===== src/verilog/vmeirq_pkg.sv =====
// How it works
// - each enabled level latches the 8-bit vector returned by its acknowledge.
// - level 4..7 capture words at 0x330..0x33c, vector in bits 7:0.
// - capture bit 8 is 1 when a bus error ended the fetch, else 0.
// - a level is acknowledged only while its enable bit is set.
// - after a capture, no new acknowledge at that level until status cleared.
// - local map steers each source to one of eight local outputs.
// - local code zero means output 0, higher codes that numbered output.
// - local map fields: monitors 3..0 at 30:28..18:16, mailboxes 14:12..2:0.
// - backplane map steers each mailbox source to one of seven lines.
// - backplane code n drives request line n, for n from 1 to 7.
// - backplane code zero keeps the source off all backplane lines.
// - backplane map holds mailbox codes in 14:12..2:0, rest reserved.
// - mailbox zero is a 32-bit read/write word at 0x348, reset zero.
// - mailboxes one to three follow at 0x34c, 0x350, 0x354, reset zero.
package vmeirq_pkg;

    // register offsets, low twelve address bits
    localparam logic [11:0] VMEIRQ_LVL4_CAP_OFS  = 12'h330;
    localparam logic [11:0] VMEIRQ_LVL5_CAP_OFS  = 12'h334;
    localparam logic [11:0] VMEIRQ_LVL6_CAP_OFS  = 12'h338;
    localparam logic [11:0] VMEIRQ_LVL7_CAP_OFS  = 12'h33c;
    localparam logic [11:0] VMEIRQ_LOCAL_MAP_OFS = 12'h340;
    localparam logic [11:0] VMEIRQ_BP_MAP_OFS    = 12'h344;
    localparam logic [11:0] VMEIRQ_MESSAGE_BOX_ZERO_OFS     = 12'h348;
    localparam logic [11:0] VMEIRQ_MESSAGE_BOX_ONE_OFS     = 12'h34c;
    localparam logic [11:0] VMEIRQ_MESSAGE_BOX_TWO_OFS     = 12'h350;
    localparam logic [11:0] VMEIRQ_MESSAGE_BOX_THREE_OFS     = 12'h354;
    localparam logic [11:0] VMEIRQ_ENABLE_OFS    = 12'h380;
    localparam logic [11:0] VMEIRQ_STATUS_OFS    = 12'h384;

    // field layout
    localparam int VMEIRQ_VEC_W        = 8;
    localparam int VMEIRQ_ERR_BIT      = 8;
    localparam int VMEIRQ_CODE_W       = 3;
    localparam int VMEIRQ_FIELD_STRIDE = 4;
    localparam int VMEIRQ_LM_FIELD0    = 4;
    localparam int VMEIRQ_HANDLER_LSB  = 4;
    localparam int VMEIRQ_NUM_LEVELS   = 4;
    localparam int VMEIRQ_NUM_MBOX     = 4;
    localparam int VMEIRQ_LOCAL_OUTS   = 8;
    localparam int VMEIRQ_BP_LINES     = 7;
    localparam logic [31:0] VMEIRQ_LOCAL_MAP_MASK = 32'h7777_7777;
    localparam logic [31:0] VMEIRQ_BP_MAP_MASK    = 32'h0000_7777;
    localparam logic [2:0]  VMEIRQ_FIRST_LEVEL    = 3'h4;

    // reset values
    localparam logic [31:0] VMEIRQ_REG_RESET  = 32'h0000_0000;
    localparam logic [3:0]  VMEIRQ_FLAG_RESET = 4'h0;

    // answer of the interrupter being acknowledged
    typedef struct packed {
        logic       done;
        logic       berr;
        logic [7:0] vector;
    } vmeirq_ack_rsp_type;

    // one level's capture word
    typedef struct packed {
        logic       err;
        logic [7:0] vector;
    } vmeirq_capture_type;

    typedef enum logic {VMEIRQ_IDLE, VMEIRQ_WAIT} vmeirq_ack_state_type;

    // pick a routing code out of a map word
    function automatic logic [2:0] vmeirq_code(input logic [31:0] map,
                                               input int          field);
        vmeirq_code = map[field * VMEIRQ_FIELD_STRIDE +: VMEIRQ_CODE_W];
    endfunction : vmeirq_code

endpackage : vmeirq_pkg


===== src/verilog/vmeirq_route.sv =====
`timescale 1ns/1ps
// registered source-to-line router, one code per source
module vmeirq_route #(
    parameter int NSRC = 8,
    parameter int NOUT = 8,
    parameter int BASE = 0
) (
    input  wire logic            hclk,
    input  wire logic            hresetn,
    input  wire logic [31:0]     map,
    input  wire logic [NSRC-1:0] src,
    output logic      [NOUT-1:0] lines
);
    import vmeirq_pkg::*;

    logic [NOUT-1:0] next_lines;

    // line o answers code o+BASE; with BASE 1 code zero hits nothing
    always_comb
    begin
        next_lines = '0;
        for (int s = 0; s < NSRC; s++)
        begin
            for (int o = 0; o < NOUT; o++)
            begin
                if (src[s] && vmeirq_code(map, s) == 3'(o + BASE))
                    next_lines[o] = 1'b1;
            end
        end
    end

    // registered so outputs never glitch on map writes
    always_ff @(posedge hclk or negedge hresetn)
    begin
        if (!hresetn)
            lines <= '0;
        else
            lines <= next_lines;
    end

endmodule : vmeirq_route


===== src/verilog/vmeirq_ack.sv =====
`timescale 1ns/1ps
// acknowledge sequencer: one cycle in flight, highest level first
module vmeirq_ack (
    input  wire logic       hclk,
    input  wire logic       hresetn,
    input  wire logic [3:0] pending,
    input  wire logic [3:0] enable,
    input  wire logic [3:0] status,
    input  wire logic       rsp_done,
    output logic            iack_req,
    output logic [2:0]      iack_level,
    output logic [3:0]      cap_we
);
    import vmeirq_pkg::*;

    vmeirq_ack_state_type state;
    logic [1:0]           sel;
    logic [3:0]           eligible;
    logic [1:0]           pick;

    // a level waits while disabled or while its status is uncleared
    assign eligible = pending & enable & ~status;

    // priority: level 7 beats level 4
    always_comb
    begin
        pick = 2'h0;
        for (int i = 0; i < VMEIRQ_NUM_LEVELS; i++)
        begin
            if (eligible[i])
                pick = 2'(i);
        end
    end

    // capture strobe in the cycle the answer arrives
    always_comb
    begin
        cap_we = '0;
        if (state == VMEIRQ_WAIT && rsp_done)
            cap_we[sel] = 1'b1;
    end

    always_ff @(posedge hclk or negedge hresetn)
    begin
        if (!hresetn)
        begin
            state      <= VMEIRQ_IDLE;
            sel        <= 2'h0;
            iack_req   <= 1'b0;
            iack_level <= 3'h0;
        end
        else
        begin
            case (state)
                VMEIRQ_IDLE:
                    if (|eligible)
                    begin
                        state      <= VMEIRQ_WAIT;
                        sel        <= pick;
                        iack_req   <= 1'b1;
                        iack_level <= VMEIRQ_FIRST_LEVEL + {1'b0, pick};
                    end
                VMEIRQ_WAIT:
                    if (rsp_done)
                    begin
                        state    <= VMEIRQ_IDLE;
                        iack_req <= 1'b0;
                    end
                default:
                    state <= VMEIRQ_IDLE;
            endcase
        end
    end

endmodule : vmeirq_ack


===== src/verilog/vmeirq_top.sv =====
// The implementer's own choice: the AHB-Lite slave port.
`timescale 1ns/1ps
// vector capture, interrupt routing and mailboxes behind an ahb-lite slave
module vmeirq_top (
    input  wire logic                          hclk,
    input  wire logic                          hresetn,
    input  wire logic                          hsel,
    input  wire logic [31:0]                   haddr,
    input  wire logic [1:0]                    htrans,
    input  wire logic                          hwrite,
    input  wire logic [2:0]                    hsize,
    input  wire logic [31:0]                   hwdata,
    input  wire logic                          hready,
    output logic                               hreadyout,
    output logic                               hresp,
    output logic      [31:0]                   hrdata,
    input  wire logic [3:0]                    backplane_irq_pending,
    input  wire vmeirq_pkg::vmeirq_ack_rsp_type iack_rsp,
    output logic                               iack_req,
    output logic      [2:0]                    iack_level,
    input  wire logic [3:0]                    mailbox_irq_src,
    input  wire logic [3:0]                    loc_monitor_irq_src,
    output logic      [7:0]                    local_irq_output,
    output logic      [6:0]                    backplane_irq_request_line
);
    import vmeirq_pkg::*;

    logic                take;
    logic                rd_pend;
    logic                wr_pend;
    logic [11:0]         addr_q;
    logic [31:0]         rd_word;
    logic [3:0]          pend_meta;
    logic [3:0]          pend_sync;
    logic [3:0]          cap_we;
    logic [3:0]          status_clr;
    logic [3:0]          next_status;
    logic [3:0]          local_irq_enable_reg;
    logic [3:0]          local_irq_status_reg;
    logic [31:0]         local_irq_route_map_b;
    logic [31:0]         backplane_irq_route_map_b;
    logic [31:0]         message_box [VMEIRQ_NUM_MBOX];
    vmeirq_capture_type  level_vector_capture [VMEIRQ_NUM_LEVELS];

    // request pins come from the backplane, so two flops first
    always_ff @(posedge hclk or negedge hresetn)
    begin
        if (!hresetn)
        begin
            pend_meta <= 4'h0;
            pend_sync <= 4'h0;
        end
        else
        begin
            pend_meta <= backplane_irq_pending;
            pend_sync <= pend_meta;
        end
    end

    // address phase; size is ignored since only words are mapped
    assign take = hsel && htrans[1] && hready;

    always_ff @(posedge hclk or negedge hresetn)
    begin
        if (!hresetn)
        begin
            addr_q  <= 12'h000;
            rd_pend <= 1'b0;
            wr_pend <= 1'b0;
        end
        else
        begin
            rd_pend <= take && !hwrite;
            wr_pend <= take && hwrite;
            if (take)
                addr_q <= haddr[11:0];
        end
    end

    // one wait state on reads so a write just before is always seen
    always_ff @(posedge hclk or negedge hresetn)
    begin
        if (!hresetn)
        begin
            hreadyout <= 1'b1;
            hresp     <= 1'b0;
            hrdata    <= VMEIRQ_REG_RESET;
        end
        else
        begin
            hresp     <= 1'b0;
            hreadyout <= !(take && !hwrite);
            if (rd_pend)
                hrdata <= rd_word;
        end
    end

    // read decode; unmapped and reserved bits read zero
    always_comb
    begin
        rd_word = 32'h0000_0000;
        case (addr_q)
            VMEIRQ_LVL4_CAP_OFS: rd_word[8:0] = level_vector_capture[0];
            VMEIRQ_LVL5_CAP_OFS: rd_word[8:0] = level_vector_capture[1];
            VMEIRQ_LVL6_CAP_OFS: rd_word[8:0] = level_vector_capture[2];
            VMEIRQ_LVL7_CAP_OFS: rd_word[8:0] = level_vector_capture[3];
            VMEIRQ_LOCAL_MAP_OFS: rd_word = local_irq_route_map_b;
            VMEIRQ_BP_MAP_OFS: rd_word = backplane_irq_route_map_b;
            VMEIRQ_MESSAGE_BOX_ZERO_OFS: rd_word = message_box[0];
            VMEIRQ_MESSAGE_BOX_ONE_OFS: rd_word = message_box[1];
            VMEIRQ_MESSAGE_BOX_TWO_OFS: rd_word = message_box[2];
            VMEIRQ_MESSAGE_BOX_THREE_OFS: rd_word = message_box[3];
            VMEIRQ_ENABLE_OFS:
                rd_word[VMEIRQ_HANDLER_LSB +: 4] = local_irq_enable_reg;
            VMEIRQ_STATUS_OFS:
                rd_word[VMEIRQ_HANDLER_LSB +: 4] = local_irq_status_reg;
            default: rd_word = 32'h0000_0000;
        endcase
    end

    // routing maps keep only their code fields
    always_ff @(posedge hclk or negedge hresetn)
    begin
        if (!hresetn)
        begin
            local_irq_route_map_b     <= VMEIRQ_REG_RESET;
            backplane_irq_route_map_b <= VMEIRQ_REG_RESET;
        end
        else if (wr_pend)
        begin
            if (addr_q == VMEIRQ_LOCAL_MAP_OFS)
                local_irq_route_map_b <= hwdata & VMEIRQ_LOCAL_MAP_MASK;
            if (addr_q == VMEIRQ_BP_MAP_OFS)
                backplane_irq_route_map_b <= hwdata & VMEIRQ_BP_MAP_MASK;
        end
    end

    // mailboxes: plain words at consecutive offsets
    always_ff @(posedge hclk or negedge hresetn)
    begin
        if (!hresetn)
        begin
            for (int i = 0; i < VMEIRQ_NUM_MBOX; i++)
                message_box[i] <= VMEIRQ_REG_RESET;
        end
        else if (wr_pend)
        begin
            case (addr_q)
                VMEIRQ_MESSAGE_BOX_ZERO_OFS: message_box[0] <= hwdata;
                VMEIRQ_MESSAGE_BOX_ONE_OFS: message_box[1] <= hwdata;
                VMEIRQ_MESSAGE_BOX_TWO_OFS: message_box[2] <= hwdata;
                VMEIRQ_MESSAGE_BOX_THREE_OFS: message_box[3] <= hwdata;
                default: ;
            endcase
        end
    end

    // per-level handler enables
    always_ff @(posedge hclk or negedge hresetn)
    begin
        if (!hresetn)
            local_irq_enable_reg <= VMEIRQ_FLAG_RESET;
        else if (wr_pend && addr_q == VMEIRQ_ENABLE_OFS)
            local_irq_enable_reg <= hwdata[VMEIRQ_HANDLER_LSB +: 4];
    end

    // status is write-one-to-clear; a capture in the same cycle wins
    assign status_clr = (wr_pend && addr_q == VMEIRQ_STATUS_OFS)
                      ? hwdata[VMEIRQ_HANDLER_LSB +: 4] : 4'h0;
    assign next_status = (local_irq_status_reg & ~status_clr) | cap_we;

    always_ff @(posedge hclk or negedge hresetn)
    begin
        if (!hresetn)
            local_irq_status_reg <= VMEIRQ_FLAG_RESET;
        else
            local_irq_status_reg <= next_status;
    end

    // capture words hold vector and error flag until the next capture
    always_ff @(posedge hclk or negedge hresetn)
    begin
        if (!hresetn)
        begin
            for (int i = 0; i < VMEIRQ_NUM_LEVELS; i++)
                level_vector_capture[i] <= '0;
        end
        else
        begin
            for (int i = 0; i < VMEIRQ_NUM_LEVELS; i++)
            begin
                if (cap_we[i])
                    level_vector_capture[i] <= {iack_rsp.berr,
                                                iack_rsp.vector};
            end
        end
    end

    // acknowledge sequencing relies on the partner answering
    vmeirq_ack u_ack (
        .hclk       (hclk),
        .hresetn    (hresetn),
        .pending    (pend_sync),
        .enable     (local_irq_enable_reg),
        .status     (local_irq_status_reg),
        .rsp_done   (iack_rsp.done),
        .iack_req   (iack_req),
        .iack_level (iack_level),
        .cap_we     (cap_we)
    );

    // local outputs: mailboxes are fields 0..3, monitors fields 4..7
    vmeirq_route #(
        .NSRC (VMEIRQ_NUM_MBOX * 2),
        .NOUT (VMEIRQ_LOCAL_OUTS),
        .BASE (0)
    ) u_local_route (
        .hclk    (hclk),
        .hresetn (hresetn),
        .map     (local_irq_route_map_b),
        .src     ({loc_monitor_irq_src, mailbox_irq_src}),
        .lines   (local_irq_output)
    );

    // backplane lines 1..7 sit at bits 0..6
    vmeirq_route #(
        .NSRC (VMEIRQ_NUM_MBOX),
        .NOUT (VMEIRQ_BP_LINES),
        .BASE (1)
    ) u_bp_route (
        .hclk    (hclk),
        .hresetn (hresetn),
        .map     (backplane_irq_route_map_b),
        .src     (mailbox_irq_src),
        .lines   (backplane_irq_request_line)
    );
endmodule : vmeirq_top


===== config.mk =====
export PLATFORM = sky130hd
export DESIGN_NAME = vmeirq_top
export DESIGN_NICKNAME = d
export VERILOG_FILES = /design/src/verilog/vmeirq_pkg.sv /design/src/verilog/vmeirq_route.sv /design/src/verilog/vmeirq_ack.sv /design/src/verilog/vmeirq_top.sv
export SDC_FILE = /design/constraint.sdc
export NUM_CORES = 1
export LEC_CHECK = 0
export ABC_AREA = 1
export ABC_CLOCK_PERIOD_IN_PS = 1410
export BUFFER_PORTS_ARGS = -buffer_cell sky130_fd_sc_hd__buf_2
export CAP_MARGIN = 30
export CORE_AREA = 2 2 174 176
export CTS_CLUSTER_SIZE = 12
export DETAILED_ROUTE_END_ITERATION = 16
export DIE_AREA = 0 0 176 178
export PLACE_DENSITY = 0.62
export SKIP_CTS_REPAIR_TIMING = 1
export SLEW_MARGIN = 15
export SYNTH_ARGS = -nofsm -noshare
export SYNTH_HDL_FRONTEND = slang
export SYNTH_SLANG_ARGS = --single-unit

===== constraint.sdc =====
create_clock -name hclk -period 1.41 [get_ports hclk]
set_input_delay 0.2115 -clock hclk [delete_from_list [all_inputs] [get_ports hclk]]
set_output_delay 0.2115 -clock hclk [all_outputs]
set_load 0.005 [all_outputs]

==> run metrics <==
Max Cap Viol 0; max reg flops approximately 130; core area 29,400 µm²; share of post-route cells with drive strength above 1 23.1%; Max Slew Vio Count 0; post-synth cell types 41; period utilization 122%; Worst-Margin Slew roughly 0.52 ns; WL per Instance 17.6 µm; Sw Share 25.7%; FP Rows 63; TritonCTS clock tree yes; clk_lat worst skew 0.56 ns; Crit. End Element flop; Yosys warning count 0; Worst Clk Skew 0.0117 ns; most frequent cells in the layout 453 x nand2_1, 279 x dfrtp_1, 166 x nand3_1; Starting Density between 40 and 50%; Setup CP Type flop to flop; H-tree depth 1; Worst Path Required 1.84 ns; worst rel slew slack between 60% and 70%; Sum Neg Setup Slack -40.35 ns; delay-heaviest family, CP simple AND/OR/NAND/NOR gates; chip width 176 µm; multi-input logic area 5400 µm²; Overall Global Routing Usage about 23%; CP Launch Type flop; Psw 5020 µW; fillers between 2,000 and 3,000; DRT Pass-1 Iters 5; full die area 31,300 µm²; number of global-route vias before repair 11,000; peak supply drop 1.26 mV; CTS Sinks roughly 280; NumNets Final around 1,900; Setup WS pre-CTS -0.435 ns; Antenna Cells 0; crit-path max cell delay 0.41 ns; Gate Count Post-Synth 1,572; post-synthesis register bit count ~280; height of the chip ~180 µm; highest clock rate 584 MHz; vias 11,600; pwr dens about 1200 nW/µm²; Biggest register message_box; DRC Markers 0; worst hold margin -0.0306 ns; Port Buffer Count 123; Worst-path clk slew ~0.060 ns; antenna viol nets, final 0; Fin. Hold Viols 10; Hold Crit Class primary input to flop; Combinational Power Share 11.2%; Clock Power Share 41.1%; Syn Area/Cell about 8.3 µm²; total power 19,500 µW; Leak Pwr a little under 0.009 µW; post-synthesis sequential area ratio approximately 54%; I/O pins approximately 150; sequential power share 47.6%; setup violators final 204; largest net degree at the start of global routing 59; top flop regs message_box x128, level_vector_capture x36, hrdata x32; HPWL Detailed 25,700 µm; Sequential Area 7090 µm²; critical path buffer and inverter count 3; placer congestion estimate roughly 0.89; unrepaired setup endpoints after global routing yes; global-route wire length before repair 58,000 µm; clock buffer count from CTS 31; Pint 14,500 µW; Layout area overhead 29.9%; post-synth net total 1,668; initial drt markers 1,073; Final WS setup -0.304 ns; initial antenna violation count 0; Crit Path Max Fanout 9; slowest CP cell dfrtp_1; Cell Area, Synth 13,000 µm²; CTS Root Cell clkbuf_16; status finished with violations; CTS max path bufs 3; routed vias/inst 5.25; CP Cell Sequence nor2_4 -> buf_4 -> nand2_4 -> nor2_4 -> nand2_4 -> clkinv_8 -> nand2_4 -> clkbuf_16 -> nand2_1 -> o21ai_1; leading cell type in the layout, fill and taps excluded nand2_1; final WL 38,900 µm; violated checks negative hold slack, negative setup slack; GRT overflow 0; cell mode on critical path nand2_4; Final Critical Period 1.71 ns; worst path arrival time 2.15 ns
[synthesized netlist by cell type]
cell / number / area share, %
a21oi_1: 11 / 0.42
nor4_1: 4 / 0.19
o211ai_1: 2 / 0.12
buf_6: 12 / 1.0
nor2_4: 6 / 0.52
clkbuf_1: 19 / 0.55
dfrtp_1: 282 / 54
o22ai_1: 19 / 0.91
mux2_2: 7 / 0.61
a22oi_1: 1 / 0.058
nand4_1: 14 / 0.67
buf_2: 33 / 1.3
a32oi_1: 2 / 0.13
nand3b_1: 1 / 0.058
inv_2: 8 / 0.23
clkinv_2: 1 / 0.038
nor3_1: 6 / 0.23
inv_1: 113 / 3.3
o21bai_1: 2 / 0.12
o2111ai_1: 2 / 0.13
nand2_1: 488 / 14
nand3_2: 1 / 0.077
o21ai_1: 85 / 3.3
a311oi_1: 1 / 0.067
conb_1: 1 / 0.029
o21ai_0: 124 / 4.8
nor3_2: 1 / 0.077
nor2_8: 1 / 0.15
nand2_2: 9 / 0.43
nand2_4: 5 / 0.43
or2_2: 5 / 0.24
o221ai_1: 3 / 0.20
nand4_2: 1 / 0.096
and3_1: 1 / 0.048
nand3_1: 170 / 6.5
o21ai_2: 14 / 0.94
nor2_2: 4 / 0.19
nand3_4: 1 / 0.13
nor2_1: 106 / 3.1
buf_4: 5 / 0.29
dfstp_2: 1 / 0.20
[worst min-delay path, delay by kind of cell]
kind	cells	cell delay, ns
AOI/OAI and AO/OA	1	0.15
buffers and inverters	2	0.13
[per-stage QoR]
| stage | instance area [µm²] | utilization (%) | hold WS (ns) | instances |
|---|---|---|---|---|
| 2_1_floorplan | 13100 | - | -0.0841 | 1572 |
| 3_3_place_gp | 14800 | 50.3 | 0.107 | 2107 |
| 3_5_place_dp | 14800 | 50.3 | 0.108 | 2107 |
| 4_1_cts | 15800 | 53.7 | -0.484 | 2160 |
| 5_1_grt | 16900 | 57.5 | 0.00369 | 2217 |
| 6_report | 16900 | 57.5 | -0.0306 | 2217 |
[final timing paths]
path | from | to | slack (ns) | cells after the start
max | addr_q[1] | message_box[9] | -0.30 | 10
min | iack_rsp[1] | level_vector_capture[1] | -0.03 | 3
max reg2reg | addr_q[1] | message_box[9] | -0.30 | 10
min reg2reg | pend_meta[3] | pend_sync[3] | 0.35 | 0
max in group asynchronous | hresetn | message_box[43] | 0.63 | 3
min in group asynchronous | hresetn | u_local_route.lines[2] | 0.12 | 2
[area by class of cell]
class	instances	area share (%)
inverter	122	2.92
tap	390	2.88
clock inverter	4	0.288
timing repair inverter	1	0.0370
timing repair buffer	269	14.4
sequential	283	41.9
multi-input combinational	1099	31.9
clock buffer	49	5.69
[logic make-up (layout without fill, tap and decap cells)]
logic type,Yosys count,in the layout,share of synthesized area [%]
DFF,283,283,54.4
other,1,1,0.0288
muxes,7,7,0.605
buffers and inverters,191,445,6.67
and+or+nand+nor,824,825,27.2
AOI/OAI and AO/OA,266,266,11.1
[power groups by stage]
stage	Combinational (µW)	Sequential [µW]	Clock, µW
after floorplan	1090	9280	0
after global placement	1950	9410	0
after detailed placement	2000	9430	0
after CTS	2010	9290	8170
after global routing	2490	9380	8530
final	2200	9310	8040
[routing by layer]
| layer | global-route usage, % | vias up | part of all wire (%) |
|---|---|---|---|
| li1 | - | 5610 | - |
| met1 | 30.3 | 5611 | 44 |
| met2 | 39.8 | 351 | 48 |
| met3 | 2.92 | 65 | 5.0 |
| met4 | 8.61 | 0 | 3.3 |
| met5 | 0 | - | 0 |
No activity file was read; power rests on OpenSTA's default activity.
